--- src/shared/hbp_pkg.sv ---
/*
 * Constants shared by the half-bridge mode and PWM control block: register
 * offsets, field layouts, reset values, frequency codes and timing counts.
 * Assumes a 25 MHz system clock and a plain register port with 8-bit byte
 * addresses and 32-bit data.
 */
package hbp_pkg;

    ////////////////////////////////////////////////////////////////////////
    // geometry
    localparam int unsigned NUM_BR = 10;
    localparam int unsigned NUM_CH = 3;
    localparam int unsigned DUTY_STEPS = 256;

    ////////////////////////////////////////////////////////////////////////
    // clock and timing
    localparam int unsigned CLK_HZ = 25000000;
    localparam int unsigned CLK_NS = 40;
    localparam int unsigned FREQ_A_HZ = 80;
    localparam int unsigned FREQ_B_HZ = 100;
    localparam int unsigned FREQ_C_HZ = 200;
    // one duty step in clock cycles; the period is this times 256
    localparam logic [10:0] STEP_A_CYC = 11'(CLK_HZ / (FREQ_A_HZ * DUTY_STEPS));
    localparam logic [10:0] STEP_B_CYC = 11'(CLK_HZ / (FREQ_B_HZ * DUTY_STEPS));
    localparam logic [10:0] STEP_C_CYC = 11'(CLK_HZ / (FREQ_C_HZ * DUTY_STEPS));
    // cross-conduction delays, least times, so rounded up
    localparam int unsigned DEAD_HL_NS = 500;
    localparam int unsigned DEAD_LH_NS = 500;
    localparam logic [18:0] DEAD_HL_CYC = 19'((DEAD_HL_NS + CLK_NS - 1) / CLK_NS);
    localparam logic [18:0] DEAD_LH_CYC = 19'((DEAD_LH_NS + CLK_NS - 1) / CLK_NS);

    ////////////////////////////////////////////////////////////////////////
    // channel frequency codes
    localparam logic [1:0] FREQ_STOP = 2'h0;
    localparam logic [1:0] FREQ_80 = 2'h1;
    localparam logic [1:0] FREQ_100 = 2'h2;
    localparam logic [1:0] FREQ_200 = 2'h3;

    ////////////////////////////////////////////////////////////////////////
    // register offsets
    localparam logic [7:0] OFS_ACT_HS = 8'h00;
    localparam logic [7:0] OFS_ACT_LS = 8'h04;
    localparam logic [7:0] OFS_ASSIGN = 8'h08;
    localparam logic [7:0] OFS_FREQ = 8'h0C;
    localparam logic [7:0] OFS_DUTY = 8'h10;
    localparam logic [7:0] OFS_FW = 8'h14;
    localparam logic [7:0] OFS_STATUS = 8'h18;
    localparam logic [7:0] OFS_IRQ_ST = 8'h1C;
    localparam logic [7:0] OFS_IRQ_MASK = 8'h20;

    ////////////////////////////////////////////////////////////////////////
    // field positions and reset values
    localparam int unsigned STAT_PWR_LOSS_BIT = 0;
    localparam int unsigned STAT_VS_BIT = 1;
    localparam int unsigned STAT_NORMAL_BIT = 2;
    localparam int unsigned IRQ_W = 5;
    localparam int unsigned IRQ_PERIOD_LSB = 0;
    localparam int unsigned IRQ_VS_DROP_BIT = 3;
    localparam int unsigned IRQ_VS_BACK_BIT = 4;
    localparam logic [9:0] ACT_RST = 10'h000;
    localparam logic [19:0] ASSIGN_RST = 20'h00000;
    localparam logic [5:0] FREQ_RST = 6'h00;
    localparam logic [23:0] DUTY_RST = 24'h000000;
    localparam logic [9:0] FW_RST = 10'h000;
    localparam logic [4:0] IRQ_MASK_RST = 5'h00;

endpackage : hbp_pkg

--- src/rtl/hbp_top.sv ---
/*
 * Mode and PWM control of a ten half-bridge driver: wake, logic and load
 * supply monitoring, register bank, three PWM channels, bridge drive with
 * selectable freewheeling, event status with mask and interrupt.
 * Assumes a register master on the same clock, wake and supply-good levels
 * from pins, and power stages that treat hs and ls both low as high-Z.
 */
`timescale 1ns/10ps
module hbp_top (
    // clock and reset
    input wire logic i_clk_sys,
    input wire logic i_rst,
    // register port
    input wire logic [7:0] i_addr,
    input wire logic [31:0] i_wdata,
    input wire logic i_wr,
    input wire logic i_rd,
    output logic [31:0] o_rdata,
    // pins
    input wire logic i_wake,
    input wire logic i_vdd_good,
    input wire logic i_vs_good,
    // power stage drive
    output logic [9:0] o_hs_on,
    output logic [9:0] o_ls_on,
    output logic o_pump_on,
    // interrupt
    output logic o_irq
);

    typedef struct packed {
        logic [2:0] wake_s;
        logic [2:0] vdd_s;
        logic [2:0] vs_s;
        logic wake_f;
        logic vdd_f;
        logic vs_f;
        logic [9:0] act_hs;
        logic [9:0] act_ls;
        logic [19:0] asg;
        logic [5:0] freq;
        logic [23:0] duty;
        logic [9:0] fw;
        logic pwr_loss;
        logic [4:0] irq_st;
        logic [4:0] irq_mask;
        logic [31:0] rdata;
        logic [9:0] hs;
        logic [9:0] ls;
        logic pump;
    } hbp_top_st_t;

    hbp_top_st_t r;
    hbp_top_st_t n;

    logic normal;
    logic ch_clr;
    logic [2:0] ch_main;
    logic [2:0] ch_comp;
    logic [2:0] ch_fwok;
    logic [2:0] ch_start;
    logic [2:0] ch_run;

    // filtered wake and logic supply together decide normal mode
    assign normal = r.wake_f && r.vdd_f;
    // channels are cleared with the register banks whenever not in normal mode
    assign ch_clr = i_rst || !normal;

    ////////////////////////////////////////////////////////////////////////
    // three channels, each with its own frequency code and duty
    for (genvar c = 0; c < 3; c++) begin : g_chan
        hbp_pwm_chan u_chan (
            .i_clk_sys(i_clk_sys),
            .i_rst(ch_clr),
            .i_freq(r.freq[2*c +: 2]),
            .i_duty(r.duty[8*c +: 8]),
            .o_main(ch_main[c]),
            .o_comp(ch_comp[c]),
            .o_fw_ok(ch_fwok[c]),
            .o_period_start(ch_start[c]),
            .o_running(ch_run[c])
        );
    end

    // pin filter: a new level counts once the second and third stage agree
    function automatic logic hbp_filt(input logic [2:0] s, input logic cur);
        hbp_filt = (s[1] == s[2]) ? s[2] : cur;
    endfunction : hbp_filt

    ////////////////////////////////////////////////////////////////////////
    // next state: pins, register bank, events, bridge drive
    always_comb begin
        logic [4:0] ev;
        logic [4:0] clr;
        logic [1:0] sel;
        logic [1:0] ci;
        logic hs_b;
        logic ls_b;
        n = r;
        ev = 5'h00;
        clr = 5'h00;
        sel = 2'h0;
        ci = 2'h0;
        hs_b = 1'b0;
        ls_b = 1'b0;

        // synchronisers; stage 0 only feeds stage 1
        n.wake_s = {r.wake_s[1:0], i_wake};
        n.vdd_s = {r.vdd_s[1:0], i_vdd_good};
        n.vs_s = {r.vs_s[1:0], i_vs_good};
        n.wake_f = hbp_filt(r.wake_s, r.wake_f);
        n.vdd_f = hbp_filt(r.vdd_s, r.vdd_f);
        n.vs_f = hbp_filt(r.vs_s, r.vs_f);

        // register reads; a dead logic supply answers zero
        n.rdata = 32'h00000000;
        if (i_rd && normal) begin
            if (i_addr == hbp_pkg::OFS_ACT_HS) begin
                n.rdata = {22'h000000, r.act_hs};
            end else if (i_addr == hbp_pkg::OFS_ACT_LS) begin
                n.rdata = {22'h000000, r.act_ls};
            end else if (i_addr == hbp_pkg::OFS_ASSIGN) begin
                n.rdata = {12'h000, r.asg};
            end else if (i_addr == hbp_pkg::OFS_FREQ) begin
                n.rdata = {26'h0000000, r.freq};
            end else if (i_addr == hbp_pkg::OFS_DUTY) begin
                n.rdata = {8'h00, r.duty};
            end else if (i_addr == hbp_pkg::OFS_FW) begin
                n.rdata = {22'h000000, r.fw};
            end else if (i_addr == hbp_pkg::OFS_STATUS) begin
                n.rdata[hbp_pkg::STAT_PWR_LOSS_BIT] = r.pwr_loss;
                n.rdata[hbp_pkg::STAT_VS_BIT] = r.vs_f;
                n.rdata[hbp_pkg::STAT_NORMAL_BIT] = normal;
            end else if (i_addr == hbp_pkg::OFS_IRQ_ST) begin
                n.rdata = {27'h0000000, r.irq_st};
                clr = r.irq_st; // read clears what it returned
            end else if (i_addr == hbp_pkg::OFS_IRQ_MASK) begin
                n.rdata = {27'h0000000, r.irq_mask};
            end
        end

        // register writes; stored data survives a load supply dropout
        if (i_wr && normal) begin
            if (i_addr == hbp_pkg::OFS_ACT_HS) begin
                n.act_hs = i_wdata[9:0];
            end else if (i_addr == hbp_pkg::OFS_ACT_LS) begin
                n.act_ls = i_wdata[9:0];
            end else if (i_addr == hbp_pkg::OFS_ASSIGN) begin
                n.asg = i_wdata[19:0];
            end else if (i_addr == hbp_pkg::OFS_FREQ) begin
                n.freq = i_wdata[5:0];
            end else if (i_addr == hbp_pkg::OFS_DUTY) begin
                n.duty = i_wdata[23:0]; // applied by channels at boundary
            end else if (i_addr == hbp_pkg::OFS_FW) begin
                n.fw = i_wdata[9:0];
            end else if (i_addr == hbp_pkg::OFS_STATUS) begin
                n.pwr_loss = i_wdata[hbp_pkg::STAT_PWR_LOSS_BIT];
            end else if (i_addr == hbp_pkg::OFS_IRQ_MASK) begin
                n.irq_mask = i_wdata[4:0];
            end
        end

        // sticky events; a new event beats a read clear in the same cycle
        ev[hbp_pkg::IRQ_PERIOD_LSB +: 3] = ch_start;
        ev[hbp_pkg::IRQ_VS_DROP_BIT] = r.vs_f && !n.vs_f;
        ev[hbp_pkg::IRQ_VS_BACK_BIT] = !r.vs_f && n.vs_f;
        n.irq_st = (r.irq_st & ~clr) | ev;

        // bridge drive; the registered outputs never switch both sides on
        for (int b = 0; b < 10; b++) begin
            sel = r.asg[2*b +: 2];
            ci = sel - 2'h1;
            hs_b = 1'b0;
            ls_b = 1'b0;
            if (sel == 2'h0) begin
                hs_b = r.act_hs[b]; // continuous drive
                ls_b = r.act_ls[b] && !r.act_hs[b];
            end else if (r.act_hs[b]) begin
                if (ch_run[ci]) begin
                    hs_b = ch_main[ci];
                    ls_b = r.fw[b] && ch_fwok[ci] && ch_comp[ci];
                end else begin
                    ls_b = r.fw[b];
                end
            end else if (r.act_ls[b]) begin
                if (ch_run[ci]) begin
                    ls_b = ch_main[ci];
                    hs_b = r.fw[b] && ch_fwok[ci] && ch_comp[ci];
                end
            end
            // a load supply dropout only gates the stages, not the settings
            n.hs[b] = hs_b && normal && r.vs_f;
            n.ls[b] = ls_b && normal && r.vs_f;
        end
        n.pump = normal;

        // sleep or dead logic supply: banks back to reset values
        if (!normal) begin
            n.act_hs = hbp_pkg::ACT_RST;
            n.act_ls = hbp_pkg::ACT_RST;
            n.asg = hbp_pkg::ASSIGN_RST;
            n.freq = hbp_pkg::FREQ_RST;
            n.duty = hbp_pkg::DUTY_RST;
            n.fw = hbp_pkg::FW_RST; // passive after reset
            n.pwr_loss = 1'b0;
            n.irq_st = 5'h00;
            n.irq_mask = hbp_pkg::IRQ_MASK_RST;
        end
    end

    // state register; reset clears everything and leaves the stages high-Z
    always_ff @(posedge i_clk_sys) begin
        if (i_rst) begin
            r <= '0;
        end else begin
            r <= n;
        end
    end

    ////////////////////////////////////////////////////////////////////////
    // outputs
    assign o_rdata = r.rdata;
    assign o_hs_on = r.hs;
    assign o_ls_on = r.ls;
    assign o_pump_on = r.pump;
    // level interrupt while any unmasked sticky bit is set
    assign o_irq = |(r.irq_st & r.irq_mask);

    for (genvar b = 0; b < 10; b++) begin : g_chk

    end
endmodule : hbp_top

--- src/rtl/hbp_pwm_chan.sv ---
/*
 * One PWM channel: period counter, shadowed frequency and duty, main and
 * dead-banded complementary waveforms.
 * Assumes its inputs come from registers on the same clock and that i_rst
 * is held while the block sleeps.
 */
`timescale 1ns/10ps
module hbp_pwm_chan (
    // clock and reset
    input wire logic i_clk_sys,
    input wire logic i_rst,
    // settings from the register bank
    input wire logic [1:0] i_freq,
    input wire logic [7:0] i_duty,
    // waveforms and status
    output logic o_main,
    output logic o_comp,
    output logic o_fw_ok,
    output logic o_period_start,
    output logic o_running
);

    typedef struct packed {
        logic [1:0] code;
        logic [7:0] duty;
        logic [10:0] pre;
        logic [7:0] step;
        logic [18:0] pos;
        logic main;
        logic comp;
        logic fw_ok;
        logic start;
    } hbp_chan_st_t;

    hbp_chan_st_t r;
    hbp_chan_st_t n;

    function automatic logic [10:0] hbp_step_len(input logic [1:0] code);
        case (code)
            hbp_pkg::FREQ_80: hbp_step_len = hbp_pkg::STEP_A_CYC;
            hbp_pkg::FREQ_100: hbp_step_len = hbp_pkg::STEP_B_CYC;
            hbp_pkg::FREQ_200: hbp_step_len = hbp_pkg::STEP_C_CYC;
            default: hbp_step_len = 11'h001;
        endcase
    endfunction : hbp_step_len

    ////////////////////////////////////////////////////////////////////////
    // counter and shadow update; settings move at a period boundary, or at once when the code is stop
    always_comb begin
        logic [10:0] slen;
        logic [18:0] on_end;
        logic [18:0] period;
        logic last;
        n = r;
        n.start = 1'b0;
        slen = hbp_step_len(r.code);
        last = (r.step == 8'hFF) && (r.pre == slen - 11'h001);
        if (i_freq == hbp_pkg::FREQ_STOP) begin
            n.code = hbp_pkg::FREQ_STOP;
            n.duty = i_duty;
            n.pre = 11'h000;
            n.step = 8'h00;
            n.pos = 19'h00000;
        end else if (r.code == hbp_pkg::FREQ_STOP || last) begin
            n.code = i_freq;
            n.duty = i_duty;
            n.pre = 11'h000;
            n.step = 8'h00;
            n.pos = 19'h00000;
            n.start = 1'b1;
        end else begin
            n.pos = r.pos + 19'h00001;
            if (r.pre == slen - 11'h001) begin
                n.pre = 11'h000;
                n.step = r.step + 8'h01;
            end else begin
                n.pre = r.pre + 11'h001;
            end
        end
        // waveforms from the next state so they line up with the counter
        slen = hbp_step_len(n.code);
        on_end = 19'(n.duty) * 19'(slen); // on time proportional to duty
        period = {slen, 8'h00};
        if (n.code == hbp_pkg::FREQ_STOP) begin
            n.main = 1'b0;
            n.comp = 1'b0;
            n.fw_ok = 1'b0;
        end else begin
            n.main = n.pos < on_end;
            n.comp = (n.pos >= on_end + hbp_pkg::DEAD_HL_CYC) && (n.pos + hbp_pkg::DEAD_LH_CYC < period);
            // both the on time and the off time must exceed the summed dead times
            n.fw_ok = (on_end > hbp_pkg::DEAD_HL_CYC + hbp_pkg::DEAD_LH_CYC)
                && (period - on_end > hbp_pkg::DEAD_HL_CYC + hbp_pkg::DEAD_LH_CYC);
        end
    end

    // state register
    always_ff @(posedge i_clk_sys) begin
        if (i_rst) begin
            r <= '0;
        end else begin
            r <= n;
        end
    end

    assign o_main = r.main;
    assign o_comp = r.comp;
    assign o_fw_ok = r.fw_ok;
    assign o_period_start = r.start;
    assign o_running = (r.code != hbp_pkg::FREQ_STOP);
endmodule : hbp_pwm_chan

--- config.mk ---
export PLATFORM = sky130hd
export DESIGN_NAME = hbp_top
export DESIGN_NICKNAME = d
export VERILOG_FILES = /design/src/shared/hbp_pkg.sv /design/src/rtl/hbp_top.sv /design/src/rtl/hbp_pwm_chan.sv
export SDC_FILE = /design/constraint.sdc
export NUM_CORES = 1
export LEC_CHECK = 0
export BUFFER_PORTS_ARGS = -buffer_cell sky130_fd_sc_hd__buf_2
export CAP_MARGIN = 20
export CORE_MARGIN = 5
export CORE_UTILIZATION = 61
export DETAILED_ROUTE_END_ITERATION = 7
export PLACE_DENSITY = 0.83
export SYNTH_ARGS = -nofsm -noshare
export SYNTH_HDL_FRONTEND = slang
export SYNTH_HIERARCHICAL = 1
export SYNTH_SLANG_ARGS = --single-unit
--- constraint.sdc ---
create_clock -name i_clk_sys -period 10.2 [get_ports i_clk_sys]
set_clock_uncertainty 0.1 [all_clocks]
set_input_delay 2.04 -clock i_clk_sys [delete_from_list [all_inputs] [get_ports i_clk_sys]]
set_output_delay 2.04 -clock i_clk_sys [all_outputs]
set_load 0.01 [all_outputs]
==> out/results.ini <==
[status]
status=completed

[flow_run]
cap_violations=0

[worst_setup_path]
critPathMostFrequentCell=fa_1
critPathRequiredTime_ps=10510
cp-start-kind=register
arrival_ps=10000
critical-path-top-delay-family=adder cells
crit_path_max_fanout=12
worst_setup_path_end_kind=register
critPathKind=reg2reg
worst_path_max_delay_cell=nand3_1
path_buf_inv=3
crit_path_max_incr_delay_ps=550

[floorplan]
core_um2=47550
die_y_um=228.9
ioPinCount=101
start_util_pct=61.50
die_w_um=228.9
die_area_um2=52410
row_count=80

[finish]
area_growth_pct=5.623
drive_above_1_share_pct=7.937
nNetsFinal=4049
fin_util_pct=64.96

[placed_design]
port-buffer-count=84
globalplace.congestion=0.9712
dp_hpwl_um=57030

[yosys]
synth_cells=3606
async_flop_share_pct=0
mappedNetlistArea_um2=29240
synth_common_cells=nor2_1, inv_1, nand2_1
syn_area_per_cell_um2=8.109
ys_warn_count=6
yosys-top-cells-area=dfxtp_1, ha_1, fa_1
yosysTopAreaCellShare_pct=20.81
synth.most_common_cell=nor2_1
synth_edf_count=0
ys_ff_latch=304
yosys.area.top_type=dfxtp_1
synth-seq-area-share_pct=20.81
ys.flop_type=dfxtp_1
synth_cell_type_count=125

[power]
combPwrFrac_pct=1.4
clkPwrFrac_pct=51.1
p_int_mw=1.963
power.switching_uw=541.2
pwr-share-seq_pct=47.5
leakagePower_nw=13.07
max-vdd-ir-drop_mv=0.1119
p_per_area_nw_per_um2=81.08
switching_share_pct=21.61

[timing]
worst_pin_slew_ps=1152
timing.slew.headroom_pct=22.91
tns_ps=0
setup_viol=0
fmax_ghz=0.1032
period_needed_ps=9690
rsz0062_at_grt=no
finalCritPeriodShare_pct=95.00
drv_slew=0
hold_viol=0

[routing]
dr_total_vias=25110
ant_nets=0
routed_wl_um=74240
wl_per_cell_um=17.62
firstDrtPassIters=6
drt_iter0_drc=1952
post_drt_via_cell_ratio=5.959
drc=0

[grt]
grt_usage_pct=27.38
grt_max_degree=66
antenna_found_initial=7
first_global_vias=24230
grt-ovfl-total=0
grt_pass1_wl_um=120400

[clocking]
cts_buffer_depth=3
cts_setup_buffers=0
ctsResizeCount=0
cts-buffers-inserted=35
cts_hold_buf=0
cts-htree-levels=2
cts.sinks=304
ctsRootBufferMaster=clkbuf_16
clock_latency_ps=550
clk_pin_slew_ps=60
cts_tree=built

[min_path]
hp-class=reg2reg

==> final cells by class <==
cell class	instances	area, um^2
multi-input combinational	2745	20830
fill	3925	16660
sequential	304	6086
inverter	375	1414
clock buffer	44	949.7
tap	615	769.5
timing repair buffer	108	620.6
clock inverter	15	195.2
antenna	8	20.02
==> metal layers <==
metal	vias to the layer above	wire [um]	GRT usage, %
met5	-	48	0
met4	8	3203	10.96
met3	208	5554	4.658
met2	877	34660	46.25
met1	11800	30770	35.02
li1	12220	-	-
==> cells by family after synthesis <==
group	share of synthesized area [%]
and+or+nand+nor	22.29
AOI/OAI and AO/OA	15.19
muxes	4.039
buffers and inverters	8.070
DFF	20.81
other	0.01282
adders and majority gates	22.38
xor gates and xnor gates	7.202
==> cell usage in the layout, fill, tap and decap left out, drive strengths merged, types with 92 or more instances in the layout <==
cell type | Yosys | final
a21oi | 176 | 176
buf | 90 | 108
dfxtp | 304 | 304
fa | 138 | 138
ha | 295 | 295
inv | 372 | 375
mux2i | 92 | 92
nand2 | 311 | 311
nand3 | 104 | 104
nor2 | 423 | 423
o21ai | 120 | 120
xnor2 | 141 | 141
xor2 | 96 | 96
==> worst paths after layout <==
check	end	cells past startpoint	slack, ps	from
setup / recovery	g_chan[0].u_chan/o_fw_ok	30	510	g_chan[0].u_chan/r[50]
hold / removal	n[152]	1	340	n[151]
setup reg to reg	g_chan[0].u_chan/o_fw_ok	30	510	g_chan[0].u_chan/r[50]
hold reg to reg	n[152]	1	340	n[151]
==> power by group through the flow <==
| stage | Sequential, mW | Clock [mW] | Combinational (mW) |
|---|---|---|---|
| after detailed placement | 1.22 | 0 | 0.0336 |
| after global placement | 1.22 | 0 | 0.0334 |
| after global routing | 1.19 | 1.35 | 0.0371 |
| after CTS | 1.19 | 1.30 | 0.0338 |
| final | 1.19 | 1.28 | 0.0350 |
| after floorplan | 1.22 | 0 | 0.0181 |
==> through the flow <==
step           hold slack [ps]  std cells  cell area, um^2  setup WS, ps  power, mW
3_5_place_dp             332.1       4146            29690         613.8      1.249
5_1_grt                  365.2       4209            30870         1.652      2.578
2_1_floorplan            313.0       3613            29270          1912      1.234
3_3_place_gp             327.0       4146            29690         820.3      1.249
4_1_cts                  346.7       4205            30840         630.1      2.524
6_report                 340.8       4214            30880         510.3      2.504
==> sequential cells by signal (all words and copies together), names as in the netlist <==
register and cells:
o_hs_on 10, g_chan.u_chan/o_period_start 3, o_pump_on 1, o_rdata 24, g_chan.u_chan/o_fw_ok 3, o_ls_on 10, g_chan.u_chan/r 144, g_chan.u_chan/o_comp 3
r 97, g_chan.u_chan/o_main 3, n 6
No activity file was read; power rests on OpenSTA's default activity.
